===== src/pkg/tsbss_pkg.sv =====
// package: constants, states and carriers of the two-stage boot strap sequencer
package tsbss_pkg;

  // clock and timing
  localparam int unsigned CLK_PERIOD_NS = 40;
  localparam int unsigned STRAP_SETTLE_NS = 1000;
  localparam int unsigned STRAP_SETTLE_CYC = (STRAP_SETTLE_NS + CLK_PERIOD_NS - 1) / CLK_PERIOD_NS;
  localparam int unsigned SELF_RESET_NS = 200;
  localparam int unsigned SELF_RESET_CYC = (SELF_RESET_NS + CLK_PERIOD_NS - 1) / CLK_PERIOD_NS;

  // register byte offsets; index 2 and up form the secure region
  localparam logic [7:0] REG_STATUS_OFS = 8'h00;
  localparam logic [7:0] REG_STRAP_OFS = 8'h04;
  localparam logic [7:0] REG_INIT_CTRL_OFS = 8'h08;
  localparam logic [7:0] REG_MASTER_ID_OFS = 8'h0C;

  // field positions
  localparam int unsigned STATUS_FLAG_BIT = 0;
  localparam int unsigned STATUS_SECURE_BIT = 1;
  localparam int unsigned STATUS_CPU_RUN_BIT = 2;
  localparam int unsigned STATUS_ERROR_BIT = 3;
  localparam int unsigned STATUS_STATE_LSB = 8;
  localparam int unsigned INIT_CTRL_DONE_BIT = 0;
  localparam int unsigned MASTER_ID_CPU_LSB = 0;
  localparam int unsigned MASTER_ID_DMA_LSB = 4;

  // strap encodings, bit order {two, one, zero}
  localparam logic [2:0] SERIAL_LOAD_CONFIG = 3'h4;
  localparam logic [2:0] TWO_WIRE_FUNCTIONAL_CONFIG = 3'h1;
  localparam logic [2:0] FOUR_WIRE_FUNCTIONAL_CONFIG = 3'h0;

  // reset values
  localparam logic [3:0] INIT_CPU_MID_RST = 4'h0;
  localparam logic [3:0] INIT_DMA_MID_RST = 4'h1;
  localparam logic [3:0] APP_CPU_MID_RST = 4'h2;
  localparam logic [3:0] APP_DMA_MID_RST = 4'h3;
  localparam logic [31:0] FIRST_ROM_STUB_ADDR = 32'h0000_0000;

  // sequencer states, one-hot
  typedef enum logic [5:0] {
    ST_SENSE = 6'h01,
    ST_DECODE = 6'h02,
    ST_INIT_PASS = 6'h04,
    ST_SELF_RST = 6'h08,
    ST_APP_PASS = 6'h10,
    ST_STRAP_ERR = 6'h20
  } tsbss_state_t;

  // captured power_up_strap_sense levels
  typedef struct packed {
    logic two;
    logic one;
    logic zero;
  } tsbss_strap_t;

  // bus master identities of processor and dma engine
  typedef struct packed {
    logic [3:0] dma;
    logic [3:0] cpu;
  } tsbss_mid_t;

  // decoded boot mode
  typedef struct packed {
    logic serial_load_mode;
    logic two_wire_debug_mode;
    logic four_wire_debug_mode;
  } tsbss_mode_t;

endpackage : tsbss_pkg


===== src/hdl/tsbss_sequencer.sv =====
// design: two-stage boot strap sequencer with classic wishbone register slave
// Function
// - after power-on the processor starts at the first_rom_stub, which checks the flag
// - power-on reset sets the first-boot flag
// - secure registers answer only during the initialisation pass, else blocked
// - with flag set the processor runs initialisation code first
// - end of initialisation clears flag and switches processor and dma master ids
// - after the clear the processor is reset again without power-on reset
// - second pass reads the flag cleared and runs with the new ids
// - second pass runs stub and non-secure code, then the application
// - from application start until power cycle, secure access is denied
// - first pass has unrestricted register access, only second pass runs user code
// - strap levels are sampled into a register before leaving reset
// - captured straps select boot flow and debug and serial pin mapping
// - strap two high, one and zero low selects serial_load_mode
// - serial_load_mode waits for code with no timeout
// - serial_load_mode puts the debug port in four-wire form
// - strap zero high, others low gives functional boot with two-wire debug
// - all straps low gives functional boot with four-wire debug
// - strap pins zero and one stay dedicated and are never released
//
// The register offsets and the Wishbone slave port were decided locally.
`timescale 1ns/1ns
`default_nettype none

module tsbss_sequencer
  import tsbss_pkg::*;
#(
  parameter int unsigned SETTLE_CYC = STRAP_SETTLE_CYC,
  parameter int unsigned SELF_RST_CYC = SELF_RESET_CYC
) (
  // clock and power-on reset
  input wire logic I_CLK,
  input wire logic I_RESETN,
  // strap pins, asynchronous
  input wire logic I_STRAP_PIN_ZERO,
  input wire logic I_STRAP_PIN_ONE,
  input wire logic I_STRAP_PIN_TWO,
  // wishbone slave
  input wire logic I_WB_CYC,
  input wire logic I_WB_STB,
  input wire logic I_WB_WE,
  input wire logic [7:0] I_WB_ADR,
  input wire logic [3:0] I_WB_SEL,
  input wire logic [31:0] I_WB_DAT,
  output logic [31:0] O_WB_DAT,
  output logic O_WB_ACK,
  output logic O_WB_ERR,
  // processor control
  output logic O_CPU_RESETN,
  output logic [31:0] O_BOOT_ADDR,
  output logic O_FIRST_BOOT,
  output logic O_SECURE_OPEN,
  output logic O_USER_CODE_OK,
  output logic [3:0] O_CPU_MASTER_ID,
  output logic [3:0] O_DMA_MASTER_ID,
  // boot mode and pin mapping
  output logic O_SERIAL_LOAD_MODE,
  output logic O_TWO_WIRE_DEBUG_MODE,
  output logic O_FOUR_WIRE_DEBUG_MODE,
  output logic O_STRAP_PIN_TWO_FREE,
  output logic O_STRAP_ERROR
);

  // elaboration checks on counts
  if (SETTLE_CYC < 1 || SETTLE_CYC > 255) begin : g_bad_settle
    $error("SETTLE_CYC must lie in 1..255");
  end
  if (SELF_RST_CYC < 1 || SELF_RST_CYC > 255) begin : g_bad_self_rst
    $error("SELF_RST_CYC must lie in 1..255");
  end

  localparam logic [7:0] SETTLE_LAST = 8'(SETTLE_CYC - 1);
  localparam logic [7:0] SELF_RST_LAST = 8'(SELF_RST_CYC - 1);

  tsbss_state_t state_q;
  tsbss_state_t state_d;
  tsbss_strap_t strap_meta_q;
  tsbss_strap_t strap_sync_q;
  tsbss_strap_t strap_prev_q;
  tsbss_strap_t strap_q;
  logic [2:0] fill_q;
  tsbss_mode_t mode_q;
  tsbss_mid_t app_mid_q;
  tsbss_mid_t active_mid_q;
  logic [7:0] cnt_q;
  logic flag_q;
  logic cpu_run_q;
  logic ack_q;
  logic err_q;
  logic [31:0] rdata_q;
  logic strap_valid;
  logic secure_open;
  logic bus_req;
  logic adr_mapped;
  logic adr_secure;
  logic wr_ok;
  logic done_wr;
  logic mid_wr;

  // strap synchroniser; the first stage feeds only the second
  always_ff @(posedge I_CLK or negedge I_RESETN) begin
    if (!I_RESETN) begin
      strap_meta_q <= '0;
      strap_sync_q <= '0;
      strap_prev_q <= '0;
      fill_q <= '0;
    end else begin
      strap_meta_q <= '{two: I_STRAP_PIN_TWO, one: I_STRAP_PIN_ONE, zero: I_STRAP_PIN_ZERO};
      strap_sync_q <= strap_meta_q;
      strap_prev_q <= strap_sync_q;
      // compare stages hold real pin levels only from the third edge on;
      // a short settle count would otherwise capture the reset zeros
      fill_q <= {fill_q[1:0], 1'b1};
    end
  end

  // only the three documented encodings boot; anything else is reserved
  assign strap_valid = (strap_q == SERIAL_LOAD_CONFIG) || (strap_q == TWO_WIRE_FUNCTIONAL_CONFIG)
    || (strap_q == FOUR_WIRE_FUNCTIONAL_CONFIG);

  // secure region is open only while the initialisation pass runs
  assign secure_open = (state_q == ST_INIT_PASS);

  // wishbone request decode
  assign bus_req = I_WB_CYC && I_WB_STB && !ack_q && !err_q;
  assign adr_mapped = (I_WB_ADR == REG_STATUS_OFS) || (I_WB_ADR == REG_STRAP_OFS)
    || (I_WB_ADR == REG_INIT_CTRL_OFS) || (I_WB_ADR == REG_MASTER_ID_OFS);
  assign adr_secure = (I_WB_ADR == REG_INIT_CTRL_OFS) || (I_WB_ADR == REG_MASTER_ID_OFS);
  assign wr_ok = bus_req && I_WB_WE && adr_mapped && (!adr_secure || secure_open) && I_WB_SEL[0];
  assign done_wr = wr_ok && (I_WB_ADR == REG_INIT_CTRL_OFS) && I_WB_DAT[INIT_CTRL_DONE_BIT];
  assign mid_wr = wr_ok && (I_WB_ADR == REG_MASTER_ID_OFS);

  // sequencer next state
  always_comb begin
    state_d = state_q;
    case (state_q)
      ST_SENSE: begin
        // straps must hold steady for the settle time before capture
        if (fill_q[2] && strap_sync_q == strap_prev_q && cnt_q == SETTLE_LAST) begin
          state_d = ST_DECODE;
        end
      end
      ST_DECODE: begin
        if (strap_valid) begin
          state_d = ST_INIT_PASS;
        end else begin
          state_d = ST_STRAP_ERR;
        end
      end
      ST_INIT_PASS: begin
        if (done_wr) begin
          state_d = ST_SELF_RST;
        end
      end
      ST_SELF_RST: begin
        if (cnt_q == SELF_RST_LAST) begin
          state_d = ST_APP_PASS;
        end
      end
      // application pass and error hold last until power is cycled
      ST_APP_PASS: state_d = ST_APP_PASS;
      ST_STRAP_ERR: state_d = ST_STRAP_ERR;
      default: state_d = ST_SENSE;
    endcase
  end

  // state register
  always_ff @(posedge I_CLK or negedge I_RESETN) begin
    if (!I_RESETN) begin
      state_q <= ST_SENSE;
    end else begin
      state_q <= state_d;
    end
  end

  // shared counter: strap settle, then self-reset width; no load timeout exists
  always_ff @(posedge I_CLK or negedge I_RESETN) begin
    if (!I_RESETN) begin
      cnt_q <= '0;
    end else if (state_q == ST_SENSE) begin
      if (!fill_q[2] || strap_sync_q != strap_prev_q) begin
        cnt_q <= '0;
      end else if (cnt_q != SETTLE_LAST) begin
        cnt_q <= cnt_q + 8'h01;
      end
    end else if (state_q == ST_SELF_RST) begin
      cnt_q <= cnt_q + 8'h01;
    end else begin
      cnt_q <= '0;
    end
  end

  // strap capture register, written once before the processor leaves reset
  always_ff @(posedge I_CLK or negedge I_RESETN) begin
    if (!I_RESETN) begin
      strap_q <= '0;
    end else if (state_q == ST_SENSE && state_d == ST_DECODE) begin
      strap_q <= strap_sync_q;
    end
  end

  // boot mode and pin mapping from the captured straps
  always_ff @(posedge I_CLK or negedge I_RESETN) begin
    if (!I_RESETN) begin
      mode_q <= '0;
    end else if (state_q == ST_DECODE) begin
      mode_q.serial_load_mode <= (strap_q == SERIAL_LOAD_CONFIG);
      mode_q.two_wire_debug_mode <= (strap_q == TWO_WIRE_FUNCTIONAL_CONFIG);
      // serial load also uses the four-wire debug arrangement
      mode_q.four_wire_debug_mode <= (strap_q == FOUR_WIRE_FUNCTIONAL_CONFIG)
        || (strap_q == SERIAL_LOAD_CONFIG);
    end
  end

  // first-boot flag: set by power-on reset, cleared once by the done write
  always_ff @(posedge I_CLK or negedge I_RESETN) begin
    if (!I_RESETN) begin
      flag_q <= 1'b1;
    end else if (state_q == ST_INIT_PASS && done_wr) begin
      flag_q <= 1'b0;
    end
  end

  // second-pass master ids, secure and writable only in the first pass
  always_ff @(posedge I_CLK or negedge I_RESETN) begin
    if (!I_RESETN) begin
      app_mid_q <= '{dma: APP_DMA_MID_RST, cpu: APP_CPU_MID_RST};
    end else if (mid_wr) begin
      app_mid_q.cpu <= I_WB_DAT[MASTER_ID_CPU_LSB +: 4];
      app_mid_q.dma <= I_WB_DAT[MASTER_ID_DMA_LSB +: 4];
    end
  end

  // active ids switch together with the flag clear
  always_ff @(posedge I_CLK or negedge I_RESETN) begin
    if (!I_RESETN) begin
      active_mid_q <= '{dma: INIT_DMA_MID_RST, cpu: INIT_CPU_MID_RST};
    end else if (state_q == ST_INIT_PASS && done_wr) begin
      active_mid_q <= mid_wr ? tsbss_mid_t'({I_WB_DAT[MASTER_ID_DMA_LSB +: 4], I_WB_DAT[MASTER_ID_CPU_LSB +: 4]})
        : app_mid_q;
    end
  end

  // processor run enable; self reset drops it between the passes
  always_ff @(posedge I_CLK or negedge I_RESETN) begin
    if (!I_RESETN) begin
      cpu_run_q <= 1'b0;
    end else begin
      // the processor starts at the stub in both passes; the stub reads the flag
      cpu_run_q <= (state_d == ST_INIT_PASS) || (state_d == ST_APP_PASS);
    end
  end

  // wishbone answer: one cycle after the request, error for unmapped or blocked access
  always_ff @(posedge I_CLK or negedge I_RESETN) begin
    if (!I_RESETN) begin
      ack_q <= 1'b0;
      err_q <= 1'b0;
    end else begin
      ack_q <= bus_req && adr_mapped && (!adr_secure || secure_open);
      err_q <= bus_req && (!adr_mapped || (adr_secure && !secure_open));
    end
  end

  // read data, captured with the answer
  always_ff @(posedge I_CLK or negedge I_RESETN) begin
    if (!I_RESETN) begin
      rdata_q <= '0;
    end else if (bus_req) begin
      rdata_q <= '0;
      if (!I_WB_WE) begin
        case (I_WB_ADR)
          REG_STATUS_OFS: begin
            // flag stays readable in every pass so the stub can pick its path
            rdata_q[STATUS_FLAG_BIT] <= flag_q;
            rdata_q[STATUS_SECURE_BIT] <= secure_open;
            rdata_q[STATUS_CPU_RUN_BIT] <= cpu_run_q;
            rdata_q[STATUS_ERROR_BIT] <= (state_q == ST_STRAP_ERR);
            rdata_q[STATUS_STATE_LSB +: 6] <= state_q;
          end
          REG_STRAP_OFS: rdata_q[2:0] <= strap_q;
          REG_INIT_CTRL_OFS: rdata_q[INIT_CTRL_DONE_BIT] <= !flag_q;
          REG_MASTER_ID_OFS: begin
            if (secure_open) begin
              rdata_q[7:0] <= app_mid_q;
            end
          end
          default: rdata_q <= '0;
        endcase
      end
    end
  end

  // outputs
  assign O_WB_DAT = rdata_q;
  assign O_WB_ACK = ack_q;
  assign O_WB_ERR = err_q;
  assign O_CPU_RESETN = cpu_run_q;
  assign O_BOOT_ADDR = FIRST_ROM_STUB_ADDR;
  assign O_FIRST_BOOT = flag_q;
  assign O_SECURE_OPEN = secure_open;
  assign O_USER_CODE_OK = (state_q == ST_APP_PASS);
  assign O_CPU_MASTER_ID = active_mid_q.cpu;
  assign O_DMA_MASTER_ID = active_mid_q.dma;
  assign O_SERIAL_LOAD_MODE = mode_q.serial_load_mode;
  assign O_TWO_WIRE_DEBUG_MODE = mode_q.two_wire_debug_mode;
  assign O_FOUR_WIRE_DEBUG_MODE = mode_q.four_wire_debug_mode;
  // only pin two is handed back; pins zero and one have no release output
  assign O_STRAP_PIN_TWO_FREE = (state_q == ST_INIT_PASS) || (state_q == ST_SELF_RST)
    || (state_q == ST_APP_PASS);
  assign O_STRAP_ERROR = (state_q == ST_STRAP_ERR);

  // checks

  a_flag_at_por: assert property (@(posedge I_CLK) disable iff (!I_RESETN)
    (state_q == ST_SENSE || state_q == ST_DECODE) |-> (flag_q && !O_CPU_RESETN))
    else $error("flag not set or processor running before straps decoded");

  a_strap_capture: assert property (@(posedge I_CLK) disable iff (!I_RESETN)
    (state_q == ST_SENSE && state_d == ST_DECODE) |=> (strap_q == $past(strap_sync_q) && !O_CPU_RESETN))
    else $error("strap value not captured before reset release");

  a_secure_block: assert property (@(posedge I_CLK) disable iff (!I_RESETN)
    (bus_req && adr_secure && !secure_open) |=> (O_WB_ERR && !O_WB_ACK && $stable(app_mid_q)))
    else $error("secure access outside first pass not blocked");

  a_done_switch: assert property (@(posedge I_CLK) disable iff (!I_RESETN)
    (state_q == ST_INIT_PASS && done_wr) |=> (!flag_q && state_q == ST_SELF_RST && !O_CPU_RESETN
      && {O_DMA_MASTER_ID, O_CPU_MASTER_ID} == $past(app_mid_q)))
    else $error("first pass end did not clear flag and reset processor");

  a_self_rst_width: assert property (@(posedge I_CLK) disable iff (!I_RESETN)
    (state_q == ST_SELF_RST) |-> (cnt_q <= SELF_RST_LAST && !O_CPU_RESETN))
    else $error("self reset pulse exceeded its width");

  a_app_entry: assert property (@(posedge I_CLK) disable iff (!I_RESETN)
    (state_q == ST_SELF_RST && cnt_q == SELF_RST_LAST) |=> ##1 (O_CPU_RESETN && !O_FIRST_BOOT))
    else $error("second pass did not start with flag cleared");

  a_app_locked: assert property (@(posedge I_CLK) disable iff (!I_RESETN)
    (state_q == ST_APP_PASS) |=> (state_q == ST_APP_PASS && !O_SECURE_OPEN && O_USER_CODE_OK))
    else $error("application pass left or secure region reopened");

  a_mode_map: assert property (@(posedge I_CLK) disable iff (!I_RESETN)
    (state_q == ST_INIT_PASS) |-> (O_SERIAL_LOAD_MODE == (strap_q == SERIAL_LOAD_CONFIG)
      && O_FOUR_WIRE_DEBUG_MODE == !strap_q.zero && O_TWO_WIRE_DEBUG_MODE == strap_q.zero))
    else $error("boot mode does not match captured straps");

  a_err_hold: assert property (@(posedge I_CLK) disable iff (!I_RESETN)
    (state_q == ST_DECODE && !strap_valid) |=> (O_STRAP_ERROR && !O_CPU_RESETN) [*3])
    else $error("reserved strap code did not hold reset");

  a_flag_one_way: assert property (@(posedge I_CLK) disable iff (!I_RESETN)
    !flag_q |=> !flag_q)
    else $error("first-boot flag set again without power-on reset");

  a_user_gate: assert property (@(posedge I_CLK) disable iff (!I_RESETN)
    O_USER_CODE_OK |-> (!O_FIRST_BOOT && !O_SECURE_OPEN && O_CPU_RESETN))
    else $error("user code allowed while first pass state still visible");

  a_lane_ignored: assert property (@(posedge I_CLK) disable iff (!I_RESETN)
    (bus_req && I_WB_WE && !I_WB_SEL[0]) |=> ($stable(flag_q) && $stable(app_mid_q)))
    else $error("write without low lane changed flag or ids");

  a_pin_two_held: assert property (@(posedge I_CLK) disable iff (!I_RESETN)
    (state_q == ST_SENSE || state_q == ST_DECODE || state_q == ST_STRAP_ERR) |-> !O_STRAP_PIN_TWO_FREE)
    else $error("strap pin two released before boot started");

  a_ack_single: assert property (@(posedge I_CLK) disable iff (!I_RESETN)
    (O_WB_ACK || O_WB_ERR) |=> !(O_WB_ACK || O_WB_ERR))
    else $error("bus answer longer than one cycle");

endmodule : tsbss_sequencer

`default_nettype wire


===== config.mk =====
export PLATFORM = sky130hd
export DESIGN_NAME = tsbss_sequencer
export DESIGN_NICKNAME = d
export VERILOG_FILES = /design/src/pkg/tsbss_pkg.sv /design/src/hdl/tsbss_sequencer.sv
export SDC_FILE = /design/constraint.sdc
export NUM_CORES = 1
export LEC_CHECK = 0
export ABC_AREA = 1
export BUFFER_PORTS_ARGS = -buffer_cell sky130_fd_sc_hd__buf_2
export CAP_MARGIN = 10
export CORE_MARGIN = 4
export CORE_UTILIZATION = 51
export CTS_CLUSTER_DIAMETER = 120
export DETAILED_ROUTE_END_ITERATION = 16
export PLACE_DENSITY = 0.92
export SLEW_MARGIN = 15
export SYNTH_ARGS = -nofsm -noshare
export SYNTH_HDL_FRONTEND = slang
export SYNTH_SLANG_ARGS = --single-unit

===== constraint.sdc =====
create_clock -name I_CLK -period 4.7 [get_ports I_CLK]
set_input_delay 0.235 -clock I_CLK [delete_from_list [all_inputs] [get_ports I_CLK]]
set_output_delay 0.235 -clock I_CLK [all_outputs]
set_load 0.02 [all_outputs]

Word level (Yosys, flattened, before mapping)
Cells that the tools add are included.

Eq/ne operators: 20. Add/sub/neg operators: 1. Reduce and logical (&&, ||, !) cells: 40. Mux-type cells: 17.

Operators with widths (number): 8-bit 2-to-1 mux (6); 6-bit one-hot mux with 6 select lines (1); 6-bit 2-to-1 mux (5); 1-bit logical AND (18); 8-bit by 3-bit equality test with 1-bit output, second input constant (2); 8-bit by 4-bit equality test with 1-bit output, second input constant (2); 14-bit 2-to-1 mux (1); 1-bit logical OR (13); 6-bit by 2-bit equality test with 1-bit output, second input constant (2); 6-bit by 3-bit equality test with 1-bit output, second input constant (2); 6-bit by 5-bit equality test with 1-bit output, second input constant (2); 8-bit by 1-bit adder with 8-bit output, second input constant (1); 8-bit by 5-bit equality test with 1-bit output, second input constant (1); 8-bit logical NOT (1); 8-bit by 5-bit inequality test with 1-bit output, second input constant (1); 1-bit logical NOT (7); 6-bit by 1-bit equality test with 1-bit output, second input constant (1); 6-bit by 4-bit equality test with 1-bit output, second input constant (1); 6-bit equality test, second input constant (1); 2-bit one-hot mux with 3 select lines (1); 4-bit 2-to-1 mux (1); 1-bit one-hot mux with 4 select lines (1); 3-bit by 1-bit equality test with 1-bit output, second input constant (1); 3-bit equality test (1); other kinds (5) (5).

Register bits after elaboration: 84. Bits of input ports: 52. Logic and storage cells: 105.

Longest topological paths before layout
Depth in word-level cells: 13. Depth in mapped cells: 11. Gate-level depth less buffers: 11.

Worst setup path after synthesis
No wires, ideal clock.

Path kind: register -> register. Start: reg ack_q (netlist: O_WB_ACK). End: reg cpu_run_q (netlist: O_CPU_RESETN). Path buffers: 0. Slack: 3099 ps. Required time: 4572 ps. Stages on the path, launching flop included: 9. Setup time: 128 ps. Data arrival time: 1473 ps. Path through: dfrtp_1 -> nor2_1 -> nand3_1 -> inv_1 -> nand4_4 -> nor2_8 -> inv_6 -> nand2_4 -> nand3_2.

Word-level cells in the longest chain between the ends: 13. Elaborated cells between the ends (all ways): 14.

RTL lines: start, declared (line tsbss_sequencer.sv:89) `logic ack_q;`; start signal, assigned (line tsbss_sequencer.sv:261) `ack_q <= bus_req && adr_mapped && (!adr_secure || secure_open);`; 1-bit logical NOT * (line tsbss_sequencer.sv:126) `assign bus_req = I_WB_CYC && I_WB_STB && !ack_q && !err_q;`; 1-bit logical AND * (2 in a row) (line tsbss_sequencer.sv:126); 1-bit logical AND * (4 in a row) (line tsbss_sequencer.sv:130) `assign wr_ok = bus_req && I_WB_WE && adr_mapped && (!adr_secure || secure_open) && I_WB_SEL[0];`; 1-bit logical AND * (2 in a row) (line tsbss_sequencer.sv:131) `assign done_wr = wr_ok && (I_WB_ADR == REG_INIT_CTRL_OFS) && I_WB_DAT[INIT_CTRL_DONE_BIT];`; 6-bit 2-to-1 mux * (line tsbss_sequencer.sv:152) `if (done_wr) begin`; 6-bit one-hot mux with 6 select lines * (line tsbss_sequencer.sv:137) `case (state_q)`; 6-bit by 3-bit equality test with 1-bit output or 6-bit by 5-bit equality test with 1-bit output (tied branches) (line tsbss_sequencer.sv:251) `cpu_run_q <= (state_d == ST_INIT_PASS) || (state_d == ST_APP_PASS);`; 1-bit logical OR * (line tsbss_sequencer.sv:251); end signal, assigned (line tsbss_sequencer.sv:251); end, declared (line tsbss_sequencer.sv:88) `logic cpu_run_q;`.

Every way passes the cells marked *; elsewhere a longest branch is shown, timed or not. A chain may end at the register's enable or synchronous reset.

Worst setup path after layout
Start: reg strap_sync_q[0] (netlist name). End: reg cnt_q[1].

Word-level cells in the longest chain between the ends: 4. Elaborated cells between the ends (all ways): 5.

RTL lines: start, declared (line tsbss_sequencer.sv:79) `tsbss_strap_t strap_sync_q;`; start signal, assigned (line tsbss_sequencer.sv:110) `strap_sync_q <= strap_meta_q;`; 3-bit inequality test * (line tsbss_sequencer.sv:182) `if (!fill_q[2] || strap_sync_q != strap_prev_q) begin`; 1-bit logical OR * (line tsbss_sequencer.sv:182); 8-bit 2-to-1 mux (line tsbss_sequencer.sv:182); 8-bit 2-to-1 mux (line tsbss_sequencer.sv:181) `end else if (state_q == ST_SENSE) begin`; end signal, assigned (line tsbss_sequencer.sv:185) `cnt_q <= cnt_q + 8'h01;`; end signal, assigned (line tsbss_sequencer.sv:188) `cnt_q <= cnt_q + 8'h01;`; end, declared (line tsbss_sequencer.sv:86) `logic [7:0] cnt_q;`.

Marks and branches as above.

==> results.sh <==
export IMPL_cpMaxStageDelayCell="nor2_1"
export IMPL_clk_latency_ps=340
export IMPL_numClockSinks=66
export IMPL_period_minus_slack_ps=2090
export IMPL_layout_nets=509
export IMPL_antenna_found_initial=0
export IMPL_hold_viol_final=0
export IMPL_yosys_register_bits=66
export IMPL_final_common_cell="nand2_1"
export IMPL_timing_fmax_ghz=0.478
export IMPL_intPower_mw=0.893
export IMPL_grt_busiest_layer="met2"
export IMPL_grt_overflow=0
export IMPL_status="finished clean"
export IMPL_met2_usage_pct=29.6
export IMPL_vdd_ir_drop_worst_mv=0.239
export IMPL_rr_startpoint="strap_sync_q[0]"
export IMPL_numCtsBuffers=9
export IMPL_met3_usage_pct=3.92
export IMPL_finalPower_mw=1.19
export IMPL_path_class="reg -> reg"
export IMPL_synthFlopType="dfrtp_1"
export IMPL_cts_tree="yes"
export IMPL_drc=0
export IMPL_hold_worst_slack_ps=63.5
export IMPL_post_route_period_util_pct=44.5
export IMPL_switching_share_pct=24.8
export IMPL_cp_max_fo=11
export IMPL_cp_end_kind="flop"
export IMPL_start_util_pct=53.4
export IMPL_r2r_setup_slack_ps=2610
export IMPL_cp_arrival_ps=2320
export IMPL_cts_setup_buffers=0
export IMPL_ctsRootBufferMaster="clkbuf_8"
export IMPL_synth_edf_count=0
export IMPL_htreeDepth=3
export IMPL_yosys_cell_types_count=43
export IMPL_path_cells="inv_1 > nand2_1 > nand2_1 > nor4_1 > nand2_1 > nor2_1 > inv_1 > nand3_1 > nand2_1"
export IMPL_ff2ff_path_depth=9
export IMPL_async_flop_share_pct=100
export IMPL_cts_clk_slew_worst_paths_ps=70
export IMPL_grt_pass1_vias=2534
export IMPL_grt_max_degree=67
export IMPL_relSlewSlack_pct=47.1
export IMPL_wl_per_cell_um=12.5
export IMPL_ant_nets=0
export IMPL_worst_pin_slew_ps=794
export IMPL_hp_class="in -> async"
export IMPL_grt_first_pass_wirelength_um=11600
export IMPL_detail_route_wirelength_um=6730
export IMPL_viasPerCell=4.80
export IMPL_die_area_um2=8150
export IMPL_ios=135
export IMPL_postPlaceCellArea_um2=3630
export IMPL_area_growth_pct=12.7
export IMPL_powerDensity_nw_per_um2=305
export IMPL_fin_skew_ps=8.42
export IMPL_dieHeight_um=90.3
export IMPL_drt_iter0_markers=186
export IMPL_numPortBuffers=57
export IMPL_ys_seq_area_share_pct=48.1
export IMPL_p_switching_mw=0.295
export IMPL_timing_rr_end="cnt_q[1]"
export IMPL_tns_ps=0
export IMPL_p_leak_nw=2.16
export IMPL_rows=29
export IMPL_rsz0062_at_grt="false"
export IMPL_required_ps=4930
export IMPL_ys_warnings_count=0
export IMPL_clkPwrFrac_pct=44.4
export IMPL_dr_total_vias=2577
export IMPL_fin_area_um2=3890
export IMPL_crit_top_cell="nand2_1"
export IMPL_cts_max_path_buffers=2
export IMPL_coreArea_um2=6460
export IMPL_maxSlewViolCount=0
export IMPL_p_seq_share_pct=48.6
export IMPL_dpl_hpwl_um=4940
export IMPL_nFillCells=516
export IMPL_die_w_um=90.3
export IMPL_cp_start_kind="flop"
export IMPL_grt_use_total_pct=17.4
export IMPL_multi_input_area_um2=1390
export IMPL_max_stage_delay_ps=520
export IMPL_diodes=0
export IMPL_drive_above_1_share_pct=24.8
export IMPL_use_met1_pct=21.3
export IMPL_drt_pass1_iterations=4
export IMPL_most_common_layout_cells="nand2_1 (80), dfrtp_1 (60), buf_2 (57)"
export IMPL_power_frac_comb_pct=7.0
export IMPL_setup_viol=0
export IMPL_syn_area_um2=3450
export IMPL_drv_cap=0
export IMPL_finalWeightedCongestion=0.860
export IMPL_postSynthAreaPerCell_um2=8.92
export IMPL_syn_inst=387
export IMPL_seq_area_um2=1660
-- cell families after synthesis --
kind of cell | count (synthesis) | share of synthesized area [%]
fa+ha+maj | 2 | 0.725
flops | 66 | 48.1
compound gates | 47 | 8.16
xor+xnor | 2 | 0.508
other cells | 2 | 0.218
buf+inv | 104 | 17.0
simple gates | 164 | 25.3
-- per-stage QoR --
stage,std cells,utilization [%],setup slack (ps)
after CTS,537,60.2,2600
after detailed placement,518,56.3,2630
final,537,60.2,2610
after global placement,518,56.3,2710
after global routing,537,60.2,2370
after floorplan,436,-,3100
-- worst max path at each step --
stage | startpoint | endpoint | slack, ps | cells after the start
after floorplan | O_WB_ACK | O_CPU_RESETN | 3100 | 8
after global placement | O_WB_ACK | O_CPU_RESETN | 2710 | 8
after detailed placement | O_WB_ACK | O_CPU_RESETN | 2630 | 8
after CTS | O_WB_ACK | O_CPU_RESETN | 2600 | 8
after global routing | strap_sync_q[0] | cnt_q[1] | 2370 | 9
final | strap_sync_q[0] | cnt_q[1] | 2610 | 9
-- critical path, delay by kind of cell, from the launching register on --
kind,cells,cell delay (ps)
DFF,1,370
and+or+nand+nor,7,1440
buffers and inverters,2,190
-- timing repair --
action / in CTS / in global routing
hold endpoints to repair: 3 / 0
gates resized for setup: 0 / 0
hold buffers: 3 / 0
-- power groups by stage --
stage | combinational (mW) | clock [mW] | sequential (mW)
after floorplan | 0.0854 | 0 | 0.588
after global placement | 0.0790 | 0 | 0.588
after detailed placement | 0.0811 | 0 | 0.588
after CTS | 0.0830 | 0.536 | 0.577
after global routing | 0.0925 | 0.566 | 0.578
final | 0.0834 | 0.527 | 0.577
-- metal layers --
layer | vias up | part of all wire [%] | wire [um]
met5 | - | 0 | 0
li1 | 1261 | - | -
met2 | 100 | 49 | 3280
met1 | 1205 | 43 | 2920
met4 | 0 | 2.0 | 133
met3 | 11 | 5.9 | 394
-- Yosys cell counts, types with 2 or more instances --
cell type	n	area share [%]
nand2_1	80	8.7
nand3_1	20	2.9
o21ai_1	3	0.43
buf_4	51	11
a22o_1	2	0.51
nor3_1	3	0.43
nor2_1	21	2.3
nand4_1	2	0.36
nor2_2	6	1.1
nand2_2	4	0.72
o21ai_0	20	2.9
nor2_8	2	1.2
inv_2	4	0.43
dfstp_2	6	4.6
nor2_4	2	0.65
ha_1	2	0.72
nand2_4	2	0.65
inv_1	45	4.9
xor2_1	2	0.51
nand3_2	8	2.3
o21bai_1	7	1.5
a21oi_1	8	1.2
and2_1	7	1.3
conb_1	2	0.22
dfrtp_1	60	43
-- sequential cells by signal (all words and copies together) (netlist names) --
register / count
fill_q: 3
O_FOUR_WIRE_DEBUG_MODE: 1
strap_q: 3
state_q: 6
app_mid_q: 8
O_WB_ACK: 1
strap_prev_q: 3
strap_sync_q: 3
strap_meta_q: 3
O_WB_ERR: 1
O_DMA_MASTER_ID: 4
O_FIRST_BOOT: 1
O_CPU_MASTER_ID: 4
O_WB_DAT: 14
O_CPU_RESETN: 1
cnt_q: 8
O_TWO_WIRE_DEBUG_MODE: 1
O_SERIAL_LOAD_MODE: 1
-- area by class of cell --
class / instances / share of cell area, %
flip-flops and latches: 66 / 42.6
repair buffers: 61 / 8.30
multi-input cells: 266 / 35.7
inverters: 51 / 5.05
clock buffers: 9 / 3.18
clock inverters: 7 / 2.67
well taps: 77 / 2.48
Power figures use the tool's default switching activity.
